--- config.mk ---
export PLATFORM = sky130hd
export DESIGN_NAME = pfc_ctrl
export DESIGN_NICKNAME = d
export VERILOG_FILES = /design/src/core/pfc_pkg.sv /design/src/core/pfc_ctrl.sv /design/src/core/pfc_sync.sv
export SDC_FILE = /design/constraint.sdc
export NUM_CORES = 1
export LEC_CHECK = 0
export BUFFER_PORTS_ARGS = -buffer_cell sky130_fd_sc_hd__buf_2
export CAP_MARGIN = 20
export CORE_UTILIZATION = 60
export DETAILED_ROUTE_END_ITERATION = 10
export PLACE_DENSITY = 0.91
export SYNTH_ARGS = -nofsm -noshare
export SYNTH_HDL_FRONTEND = slang
export SYNTH_HIERARCHICAL = 1
export SYNTH_SLANG_ARGS = --single-unit
--- constraint.sdc ---
create_clock -name clk_i -period 7.7 [get_ports clk_i]
set_input_delay 0.385 -clock clk_i [delete_from_list [all_inputs] [get_ports clk_i]]
set_output_delay 0.385 -clock clk_i [all_outputs]
set_load 0.02 [all_outputs]
--- src/core/pfc_pkg.sv ---
package pfc_pkg;
  // ----------------------------------------
  // Software register map
  // ----------------------------------------
  localparam logic [3:0] REG_CTRL = 4'h0;
  localparam logic [3:0] REG_ADDR = 4'h4;
  localparam logic [3:0] REG_WDATA = 4'h8;
  localparam logic [3:0] REG_CMD = 4'hC;
  localparam logic [3:0] REG_STATUS = 4'h0 + 4'h0 + 4'h0 + 4'h0 + 4'h0;
  localparam logic [3:0] REG_RDATA = 4'h4 + 4'h0;
  localparam int CTRL_RUN = 0;
  localparam int CTRL_WORD = 1;
  localparam int CTRL_WP = 2;
  localparam int CTRL_VHH = 3;
  localparam logic [3:0] CTRL_RESET = 4'h1;
  localparam int ST_BUSY = 0;
  localparam int ST_STALE = 1;
  localparam int OP_LSB = 0;
  localparam int OP_MSB = 2;
  localparam int LANE_W = 8;
  localparam int HI_W = 7;
  localparam int FA_W = 19;
  localparam int ADDR_W = 20;
  localparam int DATA_W = 16;
  localparam int TOP_BIT = 15;
  // ----------------------------------------
  // Operations and device command codes
  // ----------------------------------------
  typedef enum logic [2:0] {
    OP_READ = 3'h0, OP_PROG = 3'h1, OP_ERASE = 3'h2, OP_RDARR = 3'h3,
    OP_IDCMD = 3'h4, OP_IDVID = 3'h5, OP_RAW = 3'h6, OP_NONE = 3'h7
  } pfc_op_t;
  localparam logic [7:0] CMD_ERASE_SETUP = 8'h20;
  localparam logic [7:0] CMD_ERASE_CONFIRM = 8'hD0;
  localparam logic [7:0] CMD_WRITE_SETUP = 8'h40;
  localparam logic [7:0] CMD_READ_ARRAY = 8'hFF;
  // Identify code not fixed here; plain default
  localparam logic [7:0] CMD_IDENTIFY = 8'h90;
  // ----------------------------------------
  // Pin timing
  // ----------------------------------------
  localparam int CLK_PERIOD_NS = 8;
  localparam int T_SETUP_NS = 20;
  localparam int T_WE_PULSE_NS = 50;
  localparam int T_ACCESS_NS = 100;
  localparam int T_HOLD_NS = 10;
  localparam int T_GAP_NS = 20;
  localparam int SYNC_STAGES = 2;
  localparam int SETUP_CYC = (T_SETUP_NS + CLK_PERIOD_NS - 1) / CLK_PERIOD_NS;
  localparam int WE_CYC = (T_WE_PULSE_NS + CLK_PERIOD_NS - 1) / CLK_PERIOD_NS;
  localparam int ACC_CYC = (T_ACCESS_NS + CLK_PERIOD_NS - 1) / CLK_PERIOD_NS;
  localparam int RD_CYC = ACC_CYC + SYNC_STAGES + 1;
  localparam int HOLD_CYC = (T_HOLD_NS + CLK_PERIOD_NS - 1) / CLK_PERIOD_NS;
  localparam int GAP_CYC = (T_GAP_NS + CLK_PERIOD_NS - 1) / CLK_PERIOD_NS;
  localparam int CNT_W = 5;
endpackage

--- src/core/pfc_ctrl.sv ---
module pfc_ctrl
  import pfc_pkg::*;
(
  input wire logic clk_i,
  input wire logic reset_n_i,
  input wire logic en_i,
  input wire logic [3:0] reg_addr_i,
  input wire logic [31:0] reg_wdata_i,
  input wire logic reg_wr_i,
  input wire logic reg_rd_i,
  output logic [31:0] reg_rdata_o,
  output logic [pfc_pkg::FA_W-1:0] flash_addr_o,
  output logic chip_sel_n_o,
  output logic out_en_n_o,
  output logic write_n_o,
  output logic reset_powerdown_n_o,
  output logic write_permit_o,
  output logic word_mode_o,
  output logic reset_high_level_o,
  output logic id_override_level_o,
  input wire logic [pfc_pkg::LANE_W-1:0] low_data_lane_i,
  output logic [pfc_pkg::LANE_W-1:0] low_data_lane_o,
  output logic low_data_lane_oe_o,
  input wire logic [pfc_pkg::HI_W-1:0] high_data_lane_i,
  output logic [pfc_pkg::HI_W-1:0] high_data_lane_o,
  output logic high_data_lane_oe_o,
  input wire logic top_data_or_byte_lsb_i,
  output logic top_data_or_byte_lsb_o,
  output logic top_data_or_byte_lsb_oe_o
);
  import pfc_pkg::*;

  typedef enum logic [4:0] {
    S_IDLE = 5'h01, S_SETUP = 5'h02, S_PULSE = 5'h04,
    S_HOLD = 5'h08, S_GAP = 5'h10
  } pfc_state_t;

  // ----------------------------------------
  // Pin input synchronisers
  // ----------------------------------------
  logic [DATA_W-1:0] pin_s;

  pfc_sync #(.W(DATA_W)) u_sync (
    .clk_i(clk_i),
    .reset_n_i(reset_n_i),
    .en_i(en_i),
    .d_i({top_data_or_byte_lsb_i, high_data_lane_i, low_data_lane_i}),
    .q_o(pin_s)
  );

  // ----------------------------------------
  // Software registers
  // ----------------------------------------
  logic [3:0] ctrl_r, ctrl_nxt;
  logic [ADDR_W-1:0] addr_r, addr_nxt;
  logic [DATA_W-1:0] wdata_r, wdata_nxt;
  logic [31:0] rdata_bus_nxt;
  logic [DATA_W-1:0] rdata_r, rdata_nxt;
  logic stale_r, stale_nxt;
  pfc_state_t state_r, state_nxt;
  logic start_c;

  // Writes while busy are dropped so an operation sees stable values
  assign start_c = reg_wr_i && reg_addr_i == REG_CMD &&
                   state_r == S_IDLE && ctrl_r[CTRL_RUN];

  always_comb begin
    ctrl_nxt = ctrl_r;
    addr_nxt = addr_r;
    wdata_nxt = wdata_r;
    rdata_bus_nxt = reg_rdata_o;
    if (reg_wr_i && state_r == S_IDLE) begin
      unique case (reg_addr_i)
        REG_CTRL: ctrl_nxt = reg_wdata_i[3:0];
        REG_ADDR: addr_nxt = reg_wdata_i[ADDR_W-1:0];
        REG_WDATA: wdata_nxt = reg_wdata_i[DATA_W-1:0];
        default: ;
      endcase
    end
    if (reg_rd_i) begin
      unique case (reg_addr_i)
        REG_CTRL: rdata_bus_nxt = {28'h0, ctrl_r};
        REG_ADDR: rdata_bus_nxt = {12'h0, addr_r};
        REG_WDATA: rdata_bus_nxt = {16'h0, rdata_r};
        REG_CMD: rdata_bus_nxt = {30'h0, stale_r, state_r != S_IDLE};
        default: rdata_bus_nxt = 32'h0;
      endcase
    end
  end

  always_ff @(posedge clk_i or negedge reset_n_i) begin
    if (!reset_n_i) begin
      ctrl_r <= CTRL_RESET;
      addr_r <= '0;
      wdata_r <= '0;
      reg_rdata_o <= 32'h0;
    end else if (en_i) begin
      ctrl_r <= ctrl_nxt;
      addr_r <= addr_nxt;
      wdata_r <= wdata_nxt;
      reg_rdata_o <= rdata_bus_nxt;
    end
  end

  // Level pins follow the control register directly
  // boot permit
  assign write_permit_o = ctrl_r[CTRL_WP];
  assign reset_high_level_o = ctrl_r[CTRL_VHH];
  assign word_mode_o = ctrl_r[CTRL_WORD];
  assign reset_powerdown_n_o = ctrl_r[CTRL_RUN];

  // ----------------------------------------
  // Bus cycle engine
  // ----------------------------------------
  pfc_op_t op_r, op_nxt;
  logic step_r, step_nxt;
  logic [CNT_W-1:0] cnt_r, cnt_nxt;
  logic load_c, wr_c, cmd_c, id_c;
  logic [DATA_W-1:0] dat_c;
  logic ce_n_nxt, oe_n_nxt, we_n_nxt, lo_oe_nxt, hi_oe_nxt, top_oe_nxt;
  logic top_nxt, vid_nxt;
  logic [FA_W-1:0] fa_nxt;
  logic [LANE_W-1:0] lo_nxt;
  logic [HI_W-1:0] hi_nxt;
  logic cur_wr_c;

  // Cycle in flight decoded from registered op; avoids reading a late value
  always_comb begin
    cur_wr_c = 1'b1;
    unique case (op_r)
      OP_READ, OP_IDCMD: cur_wr_c = !step_r;
      OP_IDVID: cur_wr_c = 1'b0;
      default: ;
    endcase
  end

  always_comb begin
    state_nxt = state_r;
    op_nxt = op_r;
    step_nxt = step_r;
    cnt_nxt = cnt_r;
    stale_nxt = stale_r;
    rdata_nxt = rdata_r;
    load_c = 1'b0;
    ce_n_nxt = chip_sel_n_o;
    oe_n_nxt = out_en_n_o;
    we_n_nxt = write_n_o;
    lo_oe_nxt = low_data_lane_oe_o;
    hi_oe_nxt = high_data_lane_oe_o;
    top_oe_nxt = top_data_or_byte_lsb_oe_o;
    top_nxt = top_data_or_byte_lsb_o;
    vid_nxt = id_override_level_o;
    fa_nxt = flash_addr_o;
    lo_nxt = low_data_lane_o;
    hi_nxt = high_data_lane_o;
    unique case (state_r)
      S_IDLE: begin
        if (start_c) begin
          op_nxt = pfc_op_t'(reg_wdata_i[OP_MSB:OP_LSB]);
          step_nxt = !(op_nxt == OP_PROG || op_nxt == OP_ERASE ||
                       op_nxt == OP_IDCMD ||
                       (op_nxt == OP_READ && stale_r));
          load_c = op_nxt != OP_NONE;
          if (!load_c) begin
            op_nxt = op_r;
          end
        end
      end
      S_SETUP: begin
        cnt_nxt = cnt_r - 1'b1;
        if (cnt_r == '0) begin
          state_nxt = S_PULSE;
          we_n_nxt = !cur_wr_c;
          oe_n_nxt = cur_wr_c;
          cnt_nxt = cur_wr_c ? CNT_W'(WE_CYC - 1) : CNT_W'(RD_CYC - 1);
        end
      end
      S_PULSE: begin
        cnt_nxt = cnt_r - 1'b1;
        if (cnt_r == '0) begin
          state_nxt = S_HOLD;
          we_n_nxt = 1'b1;
          oe_n_nxt = 1'b1;
          cnt_nxt = CNT_W'(HOLD_CYC - 1);
          if (!cur_wr_c) begin
            rdata_nxt = ctrl_r[CTRL_WORD] ? pin_s :
                        {8'h00, pin_s[LANE_W-1:0]};
          end
        end
      end
      S_HOLD: begin
        cnt_nxt = cnt_r - 1'b1;
        if (cnt_r == '0) begin
          ce_n_nxt = 1'b1;
          lo_oe_nxt = 1'b0;
          hi_oe_nxt = 1'b0;
          top_oe_nxt = 1'b0;
          vid_nxt = 1'b0;
          cnt_nxt = CNT_W'(GAP_CYC - 1);
          state_nxt = step_r ? S_IDLE : S_GAP;
          step_nxt = 1'b1;
          if (step_r) begin
            unique case (op_r)
              OP_PROG, OP_ERASE, OP_IDCMD: stale_nxt = 1'b1;
              OP_RAW: stale_nxt = wdata_r[LANE_W-1:0] != CMD_READ_ARRAY;
              OP_IDVID: stale_nxt = stale_r;
              default: stale_nxt = 1'b0;
            endcase
          end else if (op_r == OP_READ) begin
            // Prefix written: the read that follows sees the array
            stale_nxt = 1'b0;
          end
        end
      end
      S_GAP: begin
        cnt_nxt = cnt_r - 1'b1;
        load_c = cnt_r == '0;
      end
      default: state_nxt = S_IDLE;
    endcase
    if (!ctrl_r[CTRL_RUN]) begin
      stale_nxt = 1'b0;
    end

    wr_c = 1'b1;
    id_c = 1'b0;
    dat_c = {8'h00, CMD_READ_ARRAY};
    unique case (op_nxt)
      OP_PROG: dat_c = step_nxt ? wdata_r : {8'h00, CMD_WRITE_SETUP};
      OP_ERASE: dat_c = {8'h00, step_nxt ? CMD_ERASE_CONFIRM :
                                           CMD_ERASE_SETUP};
      OP_READ: wr_c = !step_nxt;
      OP_IDCMD: begin
        wr_c = !step_nxt;
        id_c = step_nxt;
        dat_c = {8'h00, CMD_IDENTIFY};
      end
      OP_IDVID: begin
        wr_c = 1'b0;
        id_c = 1'b1;
      end
      OP_RAW: dat_c = {8'h00, wdata_r[LANE_W-1:0]};
      default: ;
    endcase
    cmd_c = !(op_nxt == OP_PROG && step_nxt);

    if (load_c) begin
      state_nxt = S_SETUP;
      cnt_nxt = CNT_W'(SETUP_CYC - 1);
      ce_n_nxt = 1'b0;
      fa_nxt = id_c ? {{(FA_W-1){1'b0}}, addr_r[1]} : addr_r[ADDR_W-1:1];
      vid_nxt = op_nxt == OP_IDVID;
      lo_oe_nxt = wr_c;
      lo_nxt = dat_c[LANE_W-1:0];
      // upper lane only in word mode data writes
      hi_oe_nxt = wr_c && !cmd_c && ctrl_r[CTRL_WORD];
      hi_nxt = dat_c[TOP_BIT-1:LANE_W];
      top_oe_nxt = !ctrl_r[CTRL_WORD] || (wr_c && !cmd_c);
      top_nxt = ctrl_r[CTRL_WORD] ? dat_c[TOP_BIT] : addr_r[0];
    end
  end

  // Pins come straight from flops; data stays driven past strobe rise
  always_ff @(posedge clk_i or negedge reset_n_i) begin
    if (!reset_n_i) begin
      state_r <= S_IDLE;
      op_r <= OP_NONE;
      step_r <= 1'b0;
      cnt_r <= '0;
      stale_r <= 1'b0;
      rdata_r <= '0;
      chip_sel_n_o <= 1'b1;
      out_en_n_o <= 1'b1;
      write_n_o <= 1'b1;
      low_data_lane_oe_o <= 1'b0;
      high_data_lane_oe_o <= 1'b0;
      top_data_or_byte_lsb_oe_o <= 1'b0;
      top_data_or_byte_lsb_o <= 1'b0;
      id_override_level_o <= 1'b0;
      flash_addr_o <= '0;
      low_data_lane_o <= '0;
      high_data_lane_o <= '0;
    end else if (en_i) begin
      state_r <= state_nxt;
      op_r <= op_nxt;
      step_r <= step_nxt;
      cnt_r <= cnt_nxt;
      stale_r <= stale_nxt;
      rdata_r <= rdata_nxt;
      chip_sel_n_o <= ce_n_nxt;
      out_en_n_o <= oe_n_nxt;
      write_n_o <= we_n_nxt;
      low_data_lane_oe_o <= lo_oe_nxt;
      high_data_lane_oe_o <= hi_oe_nxt;
      top_data_or_byte_lsb_oe_o <= top_oe_nxt;
      top_data_or_byte_lsb_o <= top_nxt;
      id_override_level_o <= vid_nxt;
      flash_addr_o <= fa_nxt;
      low_data_lane_o <= lo_nxt;
      high_data_lane_o <= hi_nxt;
    end
  end
endmodule

--- src/core/pfc_sync.sv ---
module pfc_sync #(
  parameter int W = 1
) (
  input wire logic clk_i,
  input wire logic reset_n_i,
  input wire logic en_i,
  input wire logic [W-1:0] d_i,
  output logic [W-1:0] q_o
);
  logic [W-1:0] meta_r;

  always_ff @(posedge clk_i or negedge reset_n_i) begin
    if (!reset_n_i) begin
      meta_r <= '0;
      q_o <= '0;
    end else if (en_i) begin
      meta_r <= d_i;
      q_o <= meta_r;
    end
  end
endmodule

==> flow_summary.ini <==
[timing]
timing.fmax_mhz = 283.4
tns_ns = 0
period_needed_ns = 3.529
holdWs_ns = 0.07745
finClkSkew_ns = 0.008043
setup_violations = 0
tightest_slew_ns = 0.9700
hold_viol = 0
rsz0062_at_grt = false
slew_headroom_pct = 35.33
fin_crit_sh_pct = 45.83
slew_violations = 0

[synth]
postSynthAreaPerCell_um2 = 10.98
synth.distinct_cells = 56
ys_seq_area_share_pct = 55.25
yosys_warnings = 6
synthArstFlopShare_pct = 100.0
synth_edf_count = 0
ys.flop_type = dfrtp_1
syn_area_um2 = 7491
synthCells = 682
synth_seq_cells = 165

[final_layout]
layout.cells.non_filler = 962
area_delta_synth_final_pct = 15.80
drive_above_1_share_pct = 31.53
post-route-util_pct = 71.62
num-nets-final = 838

[floorplan]
initial_core_util_pct = 61.85
dieArea_um2 = 12940
rows = 40
die_h_um = 113.7
core_um2 = 12110
fp.dieW_um = 113.7
boundaryPins = 135

[critical_path]
path_max_fanout = 17
cp-end-kind = register
crit_type = reg -> reg
reg2reg_depth = 6
r2r_setup_slack_ns = 4.17
cp_slowest_cell = nor4_4
cp-start-kind = register
max_stage_delay_ns = 0.84
cp_cell_sequence = or4_1 > or3_1 > o22a_1 > nor4_4 > o21ai_0 > a31oi_1
r2r_end = low_data_lane_o[4]
cp.arrival_ns = 3.87
reg2reg_from = state_r[2]
crit_required_ns = 8.04
worst-path-buf-inv = 0
crit_family = simple AND/OR/NAND/NOR gates

[hold_path]
hold_path.class = in -> async

[placed_design]
place_hpwl_mm = 11.85
gp_congestion = 0.8885
place_inst = 929
io_buffer_count = 110

[detailed_routing]
drc = 0
drt-wirelength-per-cell_um = 18.49
routed_via_density = 6.010
drt_iter0_markers = 652
num_vias = 5782
routed_wl_mm = 17.79
drt.antenna.violating_nets = 0
drtPass1Iterations = 7

[clock_tree]
ctsResizeCount = 0
cts_tree = yes
cts.clk_slew.worst_paths_ns = 0.06
cts_made_buffers = 17
cts.sinks = 165
cts_root_buffer = clkbuf_16
post_cts_buffers = 0
cts.htree.levels = 4
cts_hold_buf = 0
clk_latency_ns = 0.43
ctsLongestPathBuffers = 2

[pwr]
p_leak_uw = 0.004392
combPwrFrac_pct = 16.6
p_sw_uw = 688.0
sequentialPowerShare_pct = 46.9
power_density_nw_per_um2 = 270.6
p_int_uw = 1659
p_clk_share_pct = 36.5
peakVddDrop_mv = 0.1203
swShare_pct = 29.31
finalPower_uw = 2347

[global_route]
grt_pass1_wl_mm = 29.34
grt_max_degree = 111
grt_usage_pct = 29.44
grt_pass1_vias = 5731
gr-usage-met2_pct = 47.48
busiest_layer = met2
use_met3_pct = 5.792
grt-ovfl-total = 0
grt_use_met1_pct = 38.74
antenna_found_initial = 1

[run]
drv_cap = 0

[outcome]
status = completed
[cell families (layout without fill, tap and decap cells)]
kind of cell             count (synthesis)  after routing  share of synthesized area, %
AND/OR/NAND/NOR                        254            254                         15.47
XOR/XNOR                                 4              4                        0.4676
other                                    1             13                       0.05006
AO/OA/AOI/OAI                          109            109                         9.304
multiplexers                            85             85                         14.50
buffers and inverters                   63            163                         4.794
flip-flops                             165            165                         55.25
adder cells (fa/ha/maj)                  1              1                        0.1670
[per-stage QoR]
step	setup slack (ns)	area [µm²]
floorplan	4.940	7532
detailed placement	4.211	8075
global placement	4.285	8075
global route	3.977	8675
CTS	4.189	8672
finish	4.171	8675
[worst max path at each step]
stage	endpoint	startpoint	slack [ns]	depth (start not counted)
5_1_grt	low_data_lane_o[4]	state_r[2]	3.98	6
6_report	low_data_lane_o[4]	state_r[2]	4.17	6
3_3_place_gp	top_data_or_byte_lsb_o	state_r[2]	4.29	6
2_1_floorplan	low_data_lane_o[5]	state_r[2]	4.94	9
3_5_place_dp	low_data_lane_o[4]	state_r[2]	4.21	6
4_1_cts	low_data_lane_o[4]	state_r[2]	4.19	6
[power by group through the flow]
stage / Sequential [µW] / Combinational, µW / Clock [µW]
floorplan: 1080 / 274 / 0
global placement: 1100 / 357 / 0
detailed placement: 1110 / 379 / 0
CTS: 1100 / 386 / 861
global route: 1110 / 426 / 904
finish: 1100 / 391 / 857
[metal layers]
layer / share of wire [%] / vias to the layer above
met5: 0 / -
met4: 3.6 / 0
met3: 7.1 / 71
met2: 48 / 350
met1: 41 / 2793
li1: - / 2568
[final cells by class]
class	instances	area (µm²)
Multi-Input combinational cell	465	3053
Inverter	11	41.29
Antenna cell	1	2.502
Fill cell	811	3437
Tap cell	168	210.2
Timing Repair Buffer	120	631.9
Clock inverter	13	143.9
Sequential cell	165	4139
Clock buffer	19	452.9
[layout by cell type (no fill, tap or decap), drive strengths merged, types with 5 or more instances in the layout]
cell type and count:
inv 17, nor3 13, clkinv 5, clkbuf 19
a21oi 15, dfrtp 157, o22ai 5, nand3 48
o21ai 49, a22oi 12, conb 12, mux2i 5
dfstp 8, mux2 78, nand2 132, a31oi 8
nand4 5, nor2b 5, buf 120, nor2 26
[Yosys cell counts (4+ instances only)]
cell	count	area [µm²]
mux2_4	30	450.4
a22oi_1	12	90.09
mux2_2	48	540.5
a31oi_1	8	50.05
clkbuf_1	27	101.4
mux2i_1	5	50.05
buf_4	12	90.09
o22a_1	4	35.03
dfstp_2	8	210.2
nand2_1	132	495.5
nor2b_1	5	31.28
o22ai_1	4	25.02
inv_1	11	41.29
a21oi_1	15	75.07
or4_1	4	30.03
xor2_1	4	35.03
nand4_1	5	31.28
dfrtp_1	157	3929
nor2_1	26	97.59
o21ai_0	47	235.2
nor3_1	13	65.06
nand3_1	48	240.2
[state kept, by name, indices dropped and copies added (netlist names), 3 cells and up]
| signal | count |
|---|---|
| u_sync/q_o | 16 |
| ctrl_r | 4 |
| op_r | 3 |
| wdata_r | 16 |
| rdata_r | 16 |
| u_sync/meta_r | 16 |
| low_data_lane_o | 8 |
| flash_addr_o | 19 |
| addr_r | 20 |
| cnt_r | 5 |
| state_r | 5 |
| high_data_lane_o | 7 |
| reg_rdata_o | 20 |
Power figures use the tool's default switching activity.
